==> config.mk <==
export PLATFORM = sky130hd
export DESIGN_NAME = sws_core
export DESIGN_NICKNAME = d
export VERILOG_FILES = /design/src/core/sws_frontend.v /design/src/core/sws_core.v
export VERILOG_INCLUDE_DIRS = /design/src /design/src/core
export SDC_FILE = /design/constraint.sdc
export NUM_CORES = 1
export LEC_CHECK = 0
export CAP_MARGIN = 20
export CORE_AREA = 3 3 152 154
export CTS_CLUSTER_SIZE = 10
export DETAILED_ROUTE_END_ITERATION = 8
export DIE_AREA = 0 0 155 157
export DONT_BUFFER_PORTS = 1
export MAX_ROUTING_LAYER = met4
export SETUP_SLACK_MARGIN = 0.2
export SLEW_MARGIN = 0
export SYNTH_ARGS = -nofsm -noshare
export SYNTH_HDL_FRONTEND = slang
export SYNTH_SLANG_ARGS = --single-unit
==> constraint.sdc <==
create_clock -name pclk -period 4.1 [get_ports pclk]
set_input_delay 0.205 -clock pclk [delete_from_list [all_inputs] [get_ports pclk]]
set_output_delay 0.205 -clock pclk [all_outputs]
set_load 0.05 [all_outputs]
==> src/core/sws_map.vh <==
// Contract
// - Master makes every falling edge except the device presence pulse.
// - Standard speed unless overdrive is set; overdrive uses fast timing everywhere.
// - Reset low of 480 us or more returns the device to standard speed.
// - In overdrive, reset low up to 80 us resets protocol but keeps overdrive.
// - In overdrive, reset low between 80 and 480 us resets; speed undefined.
// - After line rises, wait presence delay, then pull low for presence low time.
// - Reset high window covers presence plus recovery; slots accepted right after.
// - One bit per slot; falling edge starts timer for sampling and read hold.
// - Device needs recovery after rising edge; master waits before next slot.
// - Read zero holds line low until internal timer ends; read one releases.
// - Dips not reaching below the hysteresis level are ignored at both speeds.
// - Dips within rising edge hold-off ignored; longer ones start a slot.
// - Extra falling edge filtering at standard speed, none at overdrive.
// - Chain-on command enters chain-on state and releases the done output.
// - Chain-done drives done output low; conditional identity read then ignored.
// - Chain-off returns both chain pins to software pin control; only the done pin follows the control register bit here.
// - Conditional identity read answered only in chain-on with enable input low.
// - Skip identity command CCh selects the device without address match.
`ifndef SWS_MAP_VH
`define SWS_MAP_VH
`define SWS_CLK_MHZ 250
`define SWS_CW 20
`define SWS_CYC_UP(ns) ((((ns) * `SWS_CLK_MHZ) + 999) / 1000)
`define SWS_CYC_DN(ns) (((ns) * `SWS_CLK_MHZ) / 1000)
`define SWS_T_OD_EXIT_NS 480000
`define SWS_T_OD_KEEP_NS 80000
`define SWS_T_RST_STD_NS 120000
`define SWS_T_RST_OD_NS 16000
`define SWS_T_PDH_STD_NS 30000
`define SWS_T_PDH_OD_NS 3000
`define SWS_T_PDL_STD_NS 120000
`define SWS_T_PDL_OD_NS 12000
`define SWS_T_SMP_STD_NS 30000
`define SWS_T_SMP_OD_NS 3000
`define SWS_T_HLD_STD_NS 30000
`define SWS_T_HLD_OD_NS 3000
`define SWS_T_REH_STD_NS 1000
`define SWS_T_REH_OD_NS 500
`define SWS_T_FLT_STD_NS 200
`define SWS_ROM_SKIP 8'hcc
`define SWS_ROM_OD_SKIP 8'h3c
`define SWS_ROM_COND_READ 8'h0f
`define SWS_FN_CHAIN 8'h99
`define SWS_CH_OFF 8'h3c
`define SWS_CH_ON 8'h5a
`define SWS_CH_DONE 8'h96
`define SWS_A_CTRL 12'h000
`define SWS_A_STAT 12'h004
`define SWS_A_IDLO 12'h008
`define SWS_A_IDHI 12'h00c
`define SWS_CTRL_PIO 0
`define SWS_CTRL_RST 32'h00000000
`define SWS_IDLO_RST 32'h00000028
`define SWS_IDHI_RST 32'h00000000
`endif

==> src/core/sws_frontend.v <==
`timescale 1ns/10ps
`include "sws_map.vh"
module sws_frontend #(
    parameter [11:0] T_FLT = `SWS_CYC_UP(`SWS_T_FLT_STD_NS),
    parameter [11:0] T_REH_STD = `SWS_CYC_DN(`SWS_T_REH_STD_NS),
    parameter [11:0] T_REH_OD = `SWS_CYC_DN(`SWS_T_REH_OD_NS)
)(
    input wire pclk,
    input wire presetn,
    input wire ce,
    input wire od,
    input wire line_hi,
    input wire line_dip,
    output reg lvl_q,
    output reg fall_p,
    output reg rise_p
);
reg [11:0] hcnt_q;
reg [11:0] fcnt_q;
wire [11:0] need;
assign need = od ? 12'h000 : (T_FLT - 12'h001);
always @(posedge pclk or negedge presetn)
begin
    if (!presetn)
    begin
        lvl_q <= 1'b1;
        fall_p <= 1'b0;
        rise_p <= 1'b0;
        hcnt_q <= 12'h000;
        fcnt_q <= 12'h000;
    end
    else if (ce)
    begin
        fall_p <= 1'b0;
        rise_p <= 1'b0;
        if (lvl_q)
        begin
            if (hcnt_q != 12'h000)
            begin
                hcnt_q <= hcnt_q - 12'h001;
                fcnt_q <= 12'h000;
            end
            else if (line_dip)
            begin
                if (fcnt_q >= need)
                begin
                    lvl_q <= 1'b0;
                    fall_p <= 1'b1;
                    fcnt_q <= 12'h000;
                end
                else
                    fcnt_q <= fcnt_q + 12'h001;
            end
            else
                fcnt_q <= 12'h000;
        end
        else if (line_hi)
        begin
            lvl_q <= 1'b1;
            rise_p <= 1'b1;
            hcnt_q <= od ? T_REH_OD : T_REH_STD;
        end
    end
end
endmodule

==> src/core/sws_core.v <==
// Implementation choices: the register offsets and the APB slave port.
`timescale 1ns/10ps
`include "sws_map.vh"
module sws_core #(
    parameter [19:0] T_OD_EXIT = `SWS_CYC_UP(`SWS_T_OD_EXIT_NS),
    parameter [19:0] T_OD_KEEP = `SWS_CYC_DN(`SWS_T_OD_KEEP_NS),
    parameter [19:0] T_RST_STD = `SWS_CYC_UP(`SWS_T_RST_STD_NS),
    parameter [19:0] T_RST_OD = `SWS_CYC_UP(`SWS_T_RST_OD_NS),
    parameter [19:0] T_PDH_STD = `SWS_CYC_UP(`SWS_T_PDH_STD_NS),
    parameter [19:0] T_PDH_OD = `SWS_CYC_UP(`SWS_T_PDH_OD_NS),
    parameter [19:0] T_PDL_STD = `SWS_CYC_UP(`SWS_T_PDL_STD_NS),
    parameter [19:0] T_PDL_OD = `SWS_CYC_UP(`SWS_T_PDL_OD_NS),
    parameter [19:0] T_SMP_STD = `SWS_CYC_UP(`SWS_T_SMP_STD_NS),
    parameter [19:0] T_SMP_OD = `SWS_CYC_UP(`SWS_T_SMP_OD_NS),
    parameter [19:0] T_HLD_STD = `SWS_CYC_UP(`SWS_T_HLD_STD_NS),
    parameter [19:0] T_HLD_OD = `SWS_CYC_UP(`SWS_T_HLD_OD_NS)
)(
    input wire pclk,
    input wire presetn,
    input wire ce,
    input wire psel,
    input wire penable,
    input wire pwrite,
    input wire [11:0] paddr,
    input wire [31:0] pwdata,
    output reg [31:0] prdata,
    output reg pready,
    output reg pslverr,
    input wire line_hi,
    input wire line_dip,
    output reg line_out,
    output reg line_oe_n,
    input wire chain_enable_input,
    output reg chain_done_output,
    output reg chain_done_oe_n
);
localparam [2:0] S_IDLE = 3'd0;
localparam [2:0] S_SLOT = 3'd1;
localparam [2:0] S_RST = 3'd2;
localparam [2:0] S_PDH = 3'd3;
localparam [2:0] S_PDL = 3'd4;
localparam [2:0] S_PWAIT = 3'd5;
localparam [2:0] P_ROM = 3'd0;
localparam [2:0] P_FUNC = 3'd1;
localparam [2:0] P_TXID = 3'd2;
localparam [2:0] P_CH1 = 3'd3;
localparam [2:0] P_CH2 = 3'd4;
localparam [2:0] P_WAIT = 3'd5;
localparam [1:0] C_OFF = 2'd0;
localparam [1:0] C_ON = 2'd1;
localparam [1:0] C_DONE = 2'd2;

function [19:0] pick;
    input sel_od;
    input [19:0] t_std;
    input [19:0] t_od;
    begin
        pick = sel_od ? t_od : t_std;
    end
endfunction

reg [2:0] st_q;
reg [19:0] cnt_q;
reg bit_q;
reg rd_q;
reg drv_q;
reg od_q;
reg [2:0] pst_q;
reg [7:0] sh_q;
reg [2:0] bc_q;
reg [5:0] idx_q;
reg [7:0] ctl_q;
reg [1:0] chain_q;
reg [31:0] ctrl_q;
reg [31:0] idlo_q;
reg [31:0] idhi_q;
wire lvl;
wire fall_p;
wire rise_p;
wire [63:0] ident;
wire slot_done;
wire rst_done;
wire [7:0] nb;
wire [19:0] cnt_inc;

assign ident = {idhi_q, idlo_q};
assign slot_done = (st_q == S_SLOT) && rise_p;
assign rst_done = (st_q == S_RST) && rise_p;
assign nb = {bit_q, sh_q[7:1]};
assign cnt_inc = (cnt_q == 20'hfffff) ? cnt_q : cnt_q + 20'h00001;

sws_frontend u_fe (
    .pclk(pclk),
    .presetn(presetn),
    .ce(ce),
    .od(od_q),
    .line_hi(line_hi),
    .line_dip(line_dip),
    .lvl_q(lvl),
    .fall_p(fall_p),
    .rise_p(rise_p)
);

// Line timing
always @(posedge pclk or negedge presetn)
begin
    if (!presetn)
    begin
        st_q <= S_IDLE;
        cnt_q <= 20'h00000;
        bit_q <= 1'b1;
        rd_q <= 1'b0;
        drv_q <= 1'b0;
        line_oe_n <= 1'b1;
        line_out <= 1'b0;
    end
    else if (ce)
    begin
        line_out <= 1'b0;
        case (st_q)
            S_IDLE:
            begin
                if (fall_p)
                begin
                    st_q <= S_SLOT;
                    cnt_q <= 20'h00001;
                    bit_q <= 1'b1;
                    rd_q <= (pst_q == P_TXID);
                    if ((pst_q == P_TXID) && !ident[idx_q])
                    begin
                        drv_q <= 1'b1;
                        line_oe_n <= 1'b0;
                    end
                end
            end
            S_SLOT:
            begin
                cnt_q <= cnt_inc;
                if (drv_q && (cnt_q >= pick(od_q, T_HLD_STD, T_HLD_OD)))
                begin
                    drv_q <= 1'b0;
                    line_oe_n <= 1'b1;
                end
                if (!rd_q && (cnt_q == pick(od_q, T_SMP_STD, T_SMP_OD)) && !lvl)
                    bit_q <= 1'b0;
                if (rise_p)
                    st_q <= S_IDLE;
                else if (!drv_q && (cnt_q >= pick(od_q, T_RST_STD, T_RST_OD)))
                    st_q <= S_RST;
            end
            S_RST:
            begin
                cnt_q <= cnt_inc;
                if (rise_p)
                begin
                    st_q <= S_PDH;
                    cnt_q <= 20'h00001;
                end
            end
            S_PDH:
            begin
                cnt_q <= cnt_inc;
                if (cnt_q >= pick(od_q, T_PDH_STD, T_PDH_OD))
                begin
                    st_q <= S_PDL;
                    cnt_q <= 20'h00001;
                    line_oe_n <= 1'b0;
                end
            end
            S_PDL:
            begin
                cnt_q <= cnt_inc;
                if (cnt_q >= pick(od_q, T_PDL_STD, T_PDL_OD))
                begin
                    st_q <= S_PWAIT;
                    line_oe_n <= 1'b1;
                end
            end
            S_PWAIT:
            begin
                if (lvl)
                    st_q <= S_IDLE;
            end
            default:
                st_q <= S_IDLE;
        endcase
    end
end

// Command layer and speed
always @(posedge pclk or negedge presetn)
begin
    if (!presetn)
    begin
        od_q <= 1'b0;
        pst_q <= P_WAIT;
        sh_q <= 8'h00;
        bc_q <= 3'd0;
        idx_q <= 6'd0;
        ctl_q <= 8'h00;
        chain_q <= C_OFF;
    end
    else if (ce)
    begin
        if (rst_done)
        begin
            pst_q <= P_ROM;
            bc_q <= 3'd0;
            if (cnt_q >= T_OD_EXIT)
                od_q <= 1'b0;
            else if (od_q && (cnt_q > T_OD_KEEP))
                od_q <= 1'b0;
            else
                od_q <= od_q;
        end
        else if (slot_done)
        begin
            if (pst_q == P_TXID)
            begin
                idx_q <= idx_q + 6'd1;
                if (idx_q == 6'd63)
                    pst_q <= P_WAIT;
            end
            else if (pst_q != P_WAIT)
            begin
                sh_q <= nb;
                bc_q <= bc_q + 3'd1;
                if (bc_q == 3'd7)
                begin
                    case (pst_q)
                        P_ROM:
                        begin
                            if (nb == `SWS_ROM_SKIP)
                                pst_q <= P_FUNC;
                            else if (nb == `SWS_ROM_OD_SKIP)
                            begin
                                pst_q <= P_FUNC;
                                od_q <= 1'b1;
                            end
                            else if ((nb == `SWS_ROM_COND_READ) && (chain_q == C_ON)
                                && !chain_enable_input)
                            begin
                                pst_q <= P_TXID;
                                idx_q <= 6'd0;
                            end
                            else
                                pst_q <= P_WAIT;
                        end
                        P_FUNC:
                            pst_q <= (nb == `SWS_FN_CHAIN) ? P_CH1 : P_WAIT;
                        P_CH1:
                        begin
                            ctl_q <= nb;
                            pst_q <= P_CH2;
                        end
                        P_CH2:
                        begin
                            pst_q <= P_WAIT;
                            if (nb == ~ctl_q)
                            begin
                                if (ctl_q == `SWS_CH_ON)
                                    chain_q <= C_ON;
                                else if (ctl_q == `SWS_CH_DONE)
                                    chain_q <= C_DONE;
                                else if (ctl_q == `SWS_CH_OFF)
                                    chain_q <= C_OFF;
                            end
                        end
                        default:
                            pst_q <= P_WAIT;
                    endcase
                end
            end
        end
    end
end

// Chain done pin
always @(posedge pclk or negedge presetn)
begin
    if (!presetn)
    begin
        chain_done_output <= 1'b0;
        chain_done_oe_n <= 1'b1;
    end
    else if (ce)
    begin
        chain_done_output <= 1'b0;
        if (chain_q == C_DONE)
            chain_done_oe_n <= 1'b0;
        else if (chain_q == C_ON)
            chain_done_oe_n <= 1'b1;
        else
            chain_done_oe_n <= ~ctrl_q[`SWS_CTRL_PIO];
    end
end

// APB slave
always @(posedge pclk or negedge presetn)
begin
    if (!presetn)
    begin
        pready <= 1'b0;
        pslverr <= 1'b0;
        prdata <= 32'h00000000;
        ctrl_q <= `SWS_CTRL_RST;
        idlo_q <= `SWS_IDLO_RST;
        idhi_q <= `SWS_IDHI_RST;
    end
    else if (ce)
    begin
        pready <= 1'b0;
        pslverr <= 1'b0;
        prdata <= 32'h00000000;
        if (psel && !penable)
        begin
            pready <= 1'b1;
            if (paddr == `SWS_A_CTRL)
                prdata <= ctrl_q;
            else if (paddr == `SWS_A_STAT)
                prdata <= {25'h0000000, chain_enable_input, pst_q, chain_q, od_q};
            else if (paddr == `SWS_A_IDLO)
                prdata <= idlo_q;
            else if (paddr == `SWS_A_IDHI)
                prdata <= idhi_q;
            else
                pslverr <= 1'b1;
        end
        else if (psel && penable && pready && pwrite)
        begin
            if (paddr == `SWS_A_CTRL)
                ctrl_q <= {31'h00000000, pwdata[0]};
            else if (paddr == `SWS_A_IDLO)
                idlo_q <= pwdata;
            else if (paddr == `SWS_A_IDHI)
                idhi_q <= pwdata;
        end
    end
end
endmodule

# Yosys cells after proc, flatten, opt, wreduce, memory -nomap -nowiden
# Index checks and enable logic that the tools add are counted.
[op_classes]
addsub = 5
muxes = 97
n_lt_le_gt_ge = 7
n_eq_ne = 43
reduce_logical = 59
bitwise_logic = 7
[ops]
columns = ["op", "count"]
rows = [
  ["32-bit two-way mux", 5],
  ["20-bit two-way mux", 4],
  ["20-bit case mux with 4 select lines", 1],
  ["12-bit two-way mux", 6],
  ["3-bit two-way mux", 21],
  ["6-bit two-way mux", 8],
  ["20-bit by 15-bit greater-or-equal comparator with 1-bit output", 2],
  ["1-bit two-way mux", 39],
  ["15-bit two-way mux", 2],
  ["9-bit AND reduction", 3],
  ["12-bit by 4-bit equality test with 1-bit output, second input constant", 2],
  ["8-bit equality test, second input constant", 3],
  ["2-bit nonzero test", 11],
  ["7-bit AND reduction", 3],
  ["20-bit by 1-bit adder with 20-bit output, second input constant", 1],
  ["20-bit equality test", 1],
  ["20-bit equality test, second input constant", 1],
  ["20-bit by 13-bit greater-or-equal comparator with 1-bit output", 1],
  ["20-bit by 17-bit greater-or-equal comparator with 1-bit output, second input constant", 1],
  ["20-bit by 15-bit greater-than comparator with 1-bit output, second input constant", 1],
  ["5-bit AND reduction", 4],
  ["3-bit case mux with 6 select lines", 1],
  ["8-bit by 6-bit equality test with 1-bit output, second input constant", 2],
  ["2-bit != test, second input constant", 8],
  ["other kinds (41)", 87],
]
[totals]
wordCells = 243
out_inout_bits = 38
input_bits = 53
register_bits = 185

# Logic depth before layout (Yosys ltp)
[depth]
depth_word = 12
mapped_depth = 10
mapped_depth_nobuf = 9

# Cells and area by module
# A second synthesis with hierarchy kept.
[hier_totals]
cells_unflattened = 959
hier_area_um2 = 10067.2
[modules_own_cells]
columns = ["mod", "cells_each", "area_each_um2", "seq_area_each_um2", "n_inst"]
rows = [
  ["sws_core", 791, 8491.9, 3937.5, 1],
  ["sws_frontend", 168, 1575.3, 676.9, 1],
]

# Least setup slack after synthesis
# OpenSTA, ideal clock, no wires.
[synth_timing]
path_kind = "register to register"
start = "reg od_q"
end = "reg cnt_q[13]"
path_slack_ns = 1.427
required_ns = 3.979
period_less_slack_ns = 2.673
path_stages_with_launch = 11
path_buffers = 1
arrival_ns = 2.552
setup_ns = 0.121
cell_sequence = "dfrtp_1 inv_1 ha_1 nor2b_1 a221oi_1 o311ai_1 nor2_2 a21oi_2 clkbuf_1 o21ai_1 a22o_1"
[synth_between]
elab_chain_cells = 4
[synth_rtl]
columns = ["item", "line_no", "source"]
rows = [
  ["from (decl)", "sws_core.v:67", "reg od_q;"],
  ["from (signal assigned)", "sws_core.v:214", "od_q <= od_q;"],
  ["13-bit two-way mux", "sws_core.v:58", "pick = sel_od ? t_od : t_std;"],
  ["20-bit by 13-bit greater-or-equal comparator with 1-bit output", "sws_core.v:163", "if (cnt_q >= pick(od_q, T_PDH_STD, T_PDH_OD))"],
  ["20-bit two-way mux", "sws_core.v:163", ""],
  ["20-bit case mux with 4 select lines", "sws_core.v:120", "case (st_q)"],
  ["to (signal assigned)", "sws_core.v:138", "cnt_q <= cnt_inc;"],
  ["to (signal assigned)", "sws_core.v:162", "cnt_q <= cnt_inc;"],
  ["to (signal assigned)", "sws_core.v:172", "cnt_q <= cnt_inc;"],
  ["to (decl)", "sws_core.v:63", "reg [19:0] cnt_q;"],
]
# Every way passes these cells.
# A chain may end at the register's enable or synchronous reset.

# Worst setup path after layout
[layout_timing]
start = "reg od_q"
end = "reg cnt_q[1]"
# The elaborated chain is that of the path after synthesis.

==> impl_metrics.csv <==
group,metric,value,unit
drt,wirelength,24200,um
min_path,hold_path_class,"in2async",
finish,final_util,50.4,%
placed_design,io_buffer_count,0,
synth,synth.most_common_cell,"dfrtp_1",
synth,synth_top_area_share,45.0,%
sta,min_period,2.85,ns
finish,antenna_cells,0,
synth,ys_seq_area_share,47.1,%
pwr,comb_power_share,12.9,%
sta,tns,0,ns
clock_tree,clockRootBuffer,"clkbuf_16",
die,dieHeight,157,um
finish,layout-drive-gt1-share,16.0,%
pwr,p_int,0.00294,W
global_route,grt_pass1_wl,39900,um
worst_setup_path,path_cells,"buf_4 -> ha_1 -> nor2b_1 -> a221oi_1 -> o311ai_1 -> nor2_2 -> a21oi_2 -> nor2_2 -> a32o_1",
pwr,p_sw_share,30.5,%
pwr,p_leak,4.88,nW
finish,nNetsFinal,1024,
synth,postSynthCellCount,932,
die,floorplan.initialDensity,44.8,%
synth,synth_async_sr_flop_share,100,%
synth,synth-seq-cells,184,
worst_setup_path,crit_buf_inv,1,
synth,synth_edf_count,0,
clock_tree,post_cts_resized,0,
worst_setup_path,critPathArrivalTime,3.18,ns
pwr,pwr-share-seq,48.3,%
worst_setup_path,required,4.43,ns
global_route,grtUsageTotal,20.8,%
synth,yosys_warnings,0,
sta,relSlewSlack,40.8,%
synth,yosys.area.top_type,"dfrtp_1",
worst_setup_path,critPathLaunchType,"flop",
drt,drt-pass1-iter-count,7,
worst_setup_path,critical-path-max-stage-delay,0.55,ns
drt,routed_via_density,5.91,
clock_tree,tritoncts,"done",
sta,worst_pin_slew,0.888,ns
clock_tree,clk_latency,0.44,ns
clock_tree,clock-sinks,184,
worst_setup_path,r2r_cells,9,
die,num_rows,54,
synth,syn-cell-area,9790,um2
sta,setup_viol,0,
synth,synth.distinct_cells,77,
sta,whs,-0.544,ns
drt,antenna_left,0,
worst_setup_path,criticalPathCategory,"reg2reg",
run,cap_violations,0,
global_route,antenna_found_initial,0,
global_route,grt_max_degree,185,
status,status,"finished with violations",
die,coreArea,21800,um2
drt,wl_met1,11500,um
synth,ys.flop_type,"dfrtp_1",
clock_tree,clk_path_buf_depth,2,
pwr,peakVddDrop,0.000214,V
drt,drt_iter0_drc,451,
drt,drc,0,
pwr,p_switching,0.00129,W
global_route,overflow,0,
drt,route.vias.total,7335,
synth,synthTopCellsByCount,"176 x dfrtp_1, 76 x nand2_1, 65 x mux2_2",
sta,maxSlewViolCount,0,
pwr,powerDensity,386,nW/um2
drt,top_layer_used,"met4",
die,fp.dieArea,24300,um2
die,io_pins,91,
worst_setup_path,r2r-end,"cnt_q[1]",
clock_tree,cts_made_buffers,17,
placed_design,place.gp.congestion,0.847,
drt,wl_met2,11400,um
worst_setup_path,critPathMaxFanout,13,
clock_tree,htreeDepth,4,
drt,met3_length,1050,um
finish,syn_to_final_growth,12.3,%
sta,finalCritPeriodShare,69.4,%
sta,rsz0062_at_grt,"no",
worst_setup_path,crit_path_end_kind,"flop",
worst_setup_path,crit_family,"compound AO/OA/AOI/OAI gates",
synth,synth.area.top_cells,"dfrtp_1 45%, mux2_2 7.5%, mux4_2 3.5%",
global_route,grt_pass1_vias,7580,
die,die_width,155,um
worst_setup_path,r2r_start,"od_q",
clock_tree,cts-hold-fix-buffers,35,
worst_setup_path,worst_path_most_repeated_cell,"nor2_2",
clock_tree,post_cts_buffers,0,
placed_design,hpwl,16000,um
sta,hold_viol,184,
synth,synth_area_per_cell,10.5,um2
status,violations,"negative hold slack",
drt,routedWlPerCell,19.5,um
pwr,power_frac_clock,38.7,%
sta,max_freq,351,MHz
finish,num-fill-cells,1954,
clock_tree,path_clk_slew,0.08,ns
worst_setup_path,slowest_stage,"a21oi_2",
worst_setup_path,regToRegSetupSlack,1.25,ns
sta,clock_skew,0.0166,ns
worst max-delay path by stage:
stage | start | endpoint | depth (start not counted)
after floorplan | od_q | cnt_q[13] | 10
after global placement | od_q | cnt_q[10] | 10
after detailed placement | od_q | cnt_q[10] | 10
after CTS | od_q | cnt_q[10] | 10
after global routing | od_q | cnt_q[1] | 9
final | od_q | cnt_q[1] | 9
state kept, by name (all words and copies together) (netlist names), 2 cells and up:
register,cells
chain_q,2
u_fe.hcnt_q,12
ctl_q,8
idhi_q,32
idlo_q,32
bc_q,3
sh_q,7
pst_q,3
cnt_q,20
prdata,32
st_q,3
u_fe.fcnt_q,12
idx_q,6
worst register-to-register path, cell delays in order (launching register included):
cell	delay (ns)
dfrtp_1	0.38
buf_4	0.20
ha_1	0.35
nor2b_1	0.15
a221oi_1	0.09
o311ai_1	0.37
nor2_2	0.10
a21oi_2	0.56
nor2_2	0.24
a32o_1	0.32
final cells by class:
type / instances / area [um2] / area share (%)
multi-input combinational: 664 / 4850 / 44.1
clock inverter: 15 / 164 / 1.49
tap: 280 / 350 / 3.19
sequential: 184 / 4610 / 42.0
inverter: 33 / 124 / 1.13
timing repair buffer: 48 / 464 / 4.22
clock buffer: 17 / 425 / 3.87
layout by cell type (no fill, tap or decap), drive strengths merged, types with 9 or more instances in the layout:
cell type    synthesis  final
a21oi               33     33
a22o                12     12
a22oi               34     34
and3                16     16
buf                 17     13
clkbuf              35     17
dfrtp              176    176
dlygate4sd3          0     35
ha                  23     23
inv                 32     36
mux2                68     68
mux2i                9      9
mux4                15     15
nand2               78     78
nand2b               9      9
nand3               22     22
nand4               12     12
nor2                66     66
nor2b               14     14
nor3                26     26
nor4                17     17
o21ai               58     58
o2bb2ai             32     32
xnor2               13     13
power by group through the flow:
stage	Combinational, W	Clock, W	Sequential [W]
4_1_cts	0.000540	0.00167	0.00204
2_1_floorplan	0.000438	0	0.00201
3_3_place_gp	0.000495	0	0.00208
3_5_place_dp	0.000503	0	0.00208
6_report	0.000549	0.00164	0.00205
5_1_grt	0.000625	0.00175	0.00207
cells by family (layout without fill, tap and decap cells):
kind of cell,count (synthesis),in the layout,synth area share (%)
flip-flops,184,184,47.1
XOR/XNOR,19,19,1.70
adder cells (fa/ha/maj),23,23,2.94
AND/OR/NAND/NOR,304,304,16.7
buffers and inverters,85,113,3.54
multiplexers,92,92,12.2
AO/OA/AOI/OAI,224,224,15.7
other,1,2,0.0383
metal layers:
layer,up-vias,GRT usage [%]
li1,3480,-
met2,180,31.4
met1,3654,29.2
met4,0,4.54
met3,21,4.48
met5,-,-
metrics by stage:
step	power (W)	hold WS, ns	worst slack [ns]	cells	cell area, um2
4_1_cts	0.00425	-0.557	1.22	1239	11000
3_3_place_gp	0.00257	-0.0799	1.32	1171	10000
2_1_floorplan	0.00245	-0.0906	1.43	933	9790
3_5_place_dp	0.00258	-0.0802	1.23	1172	10000
6_report	0.00424	-0.544	1.25	1241	11000
5_1_grt	0.00445	-0.569	1.00	1241	11000
No activity file was read; power rests on OpenSTA's default activity.
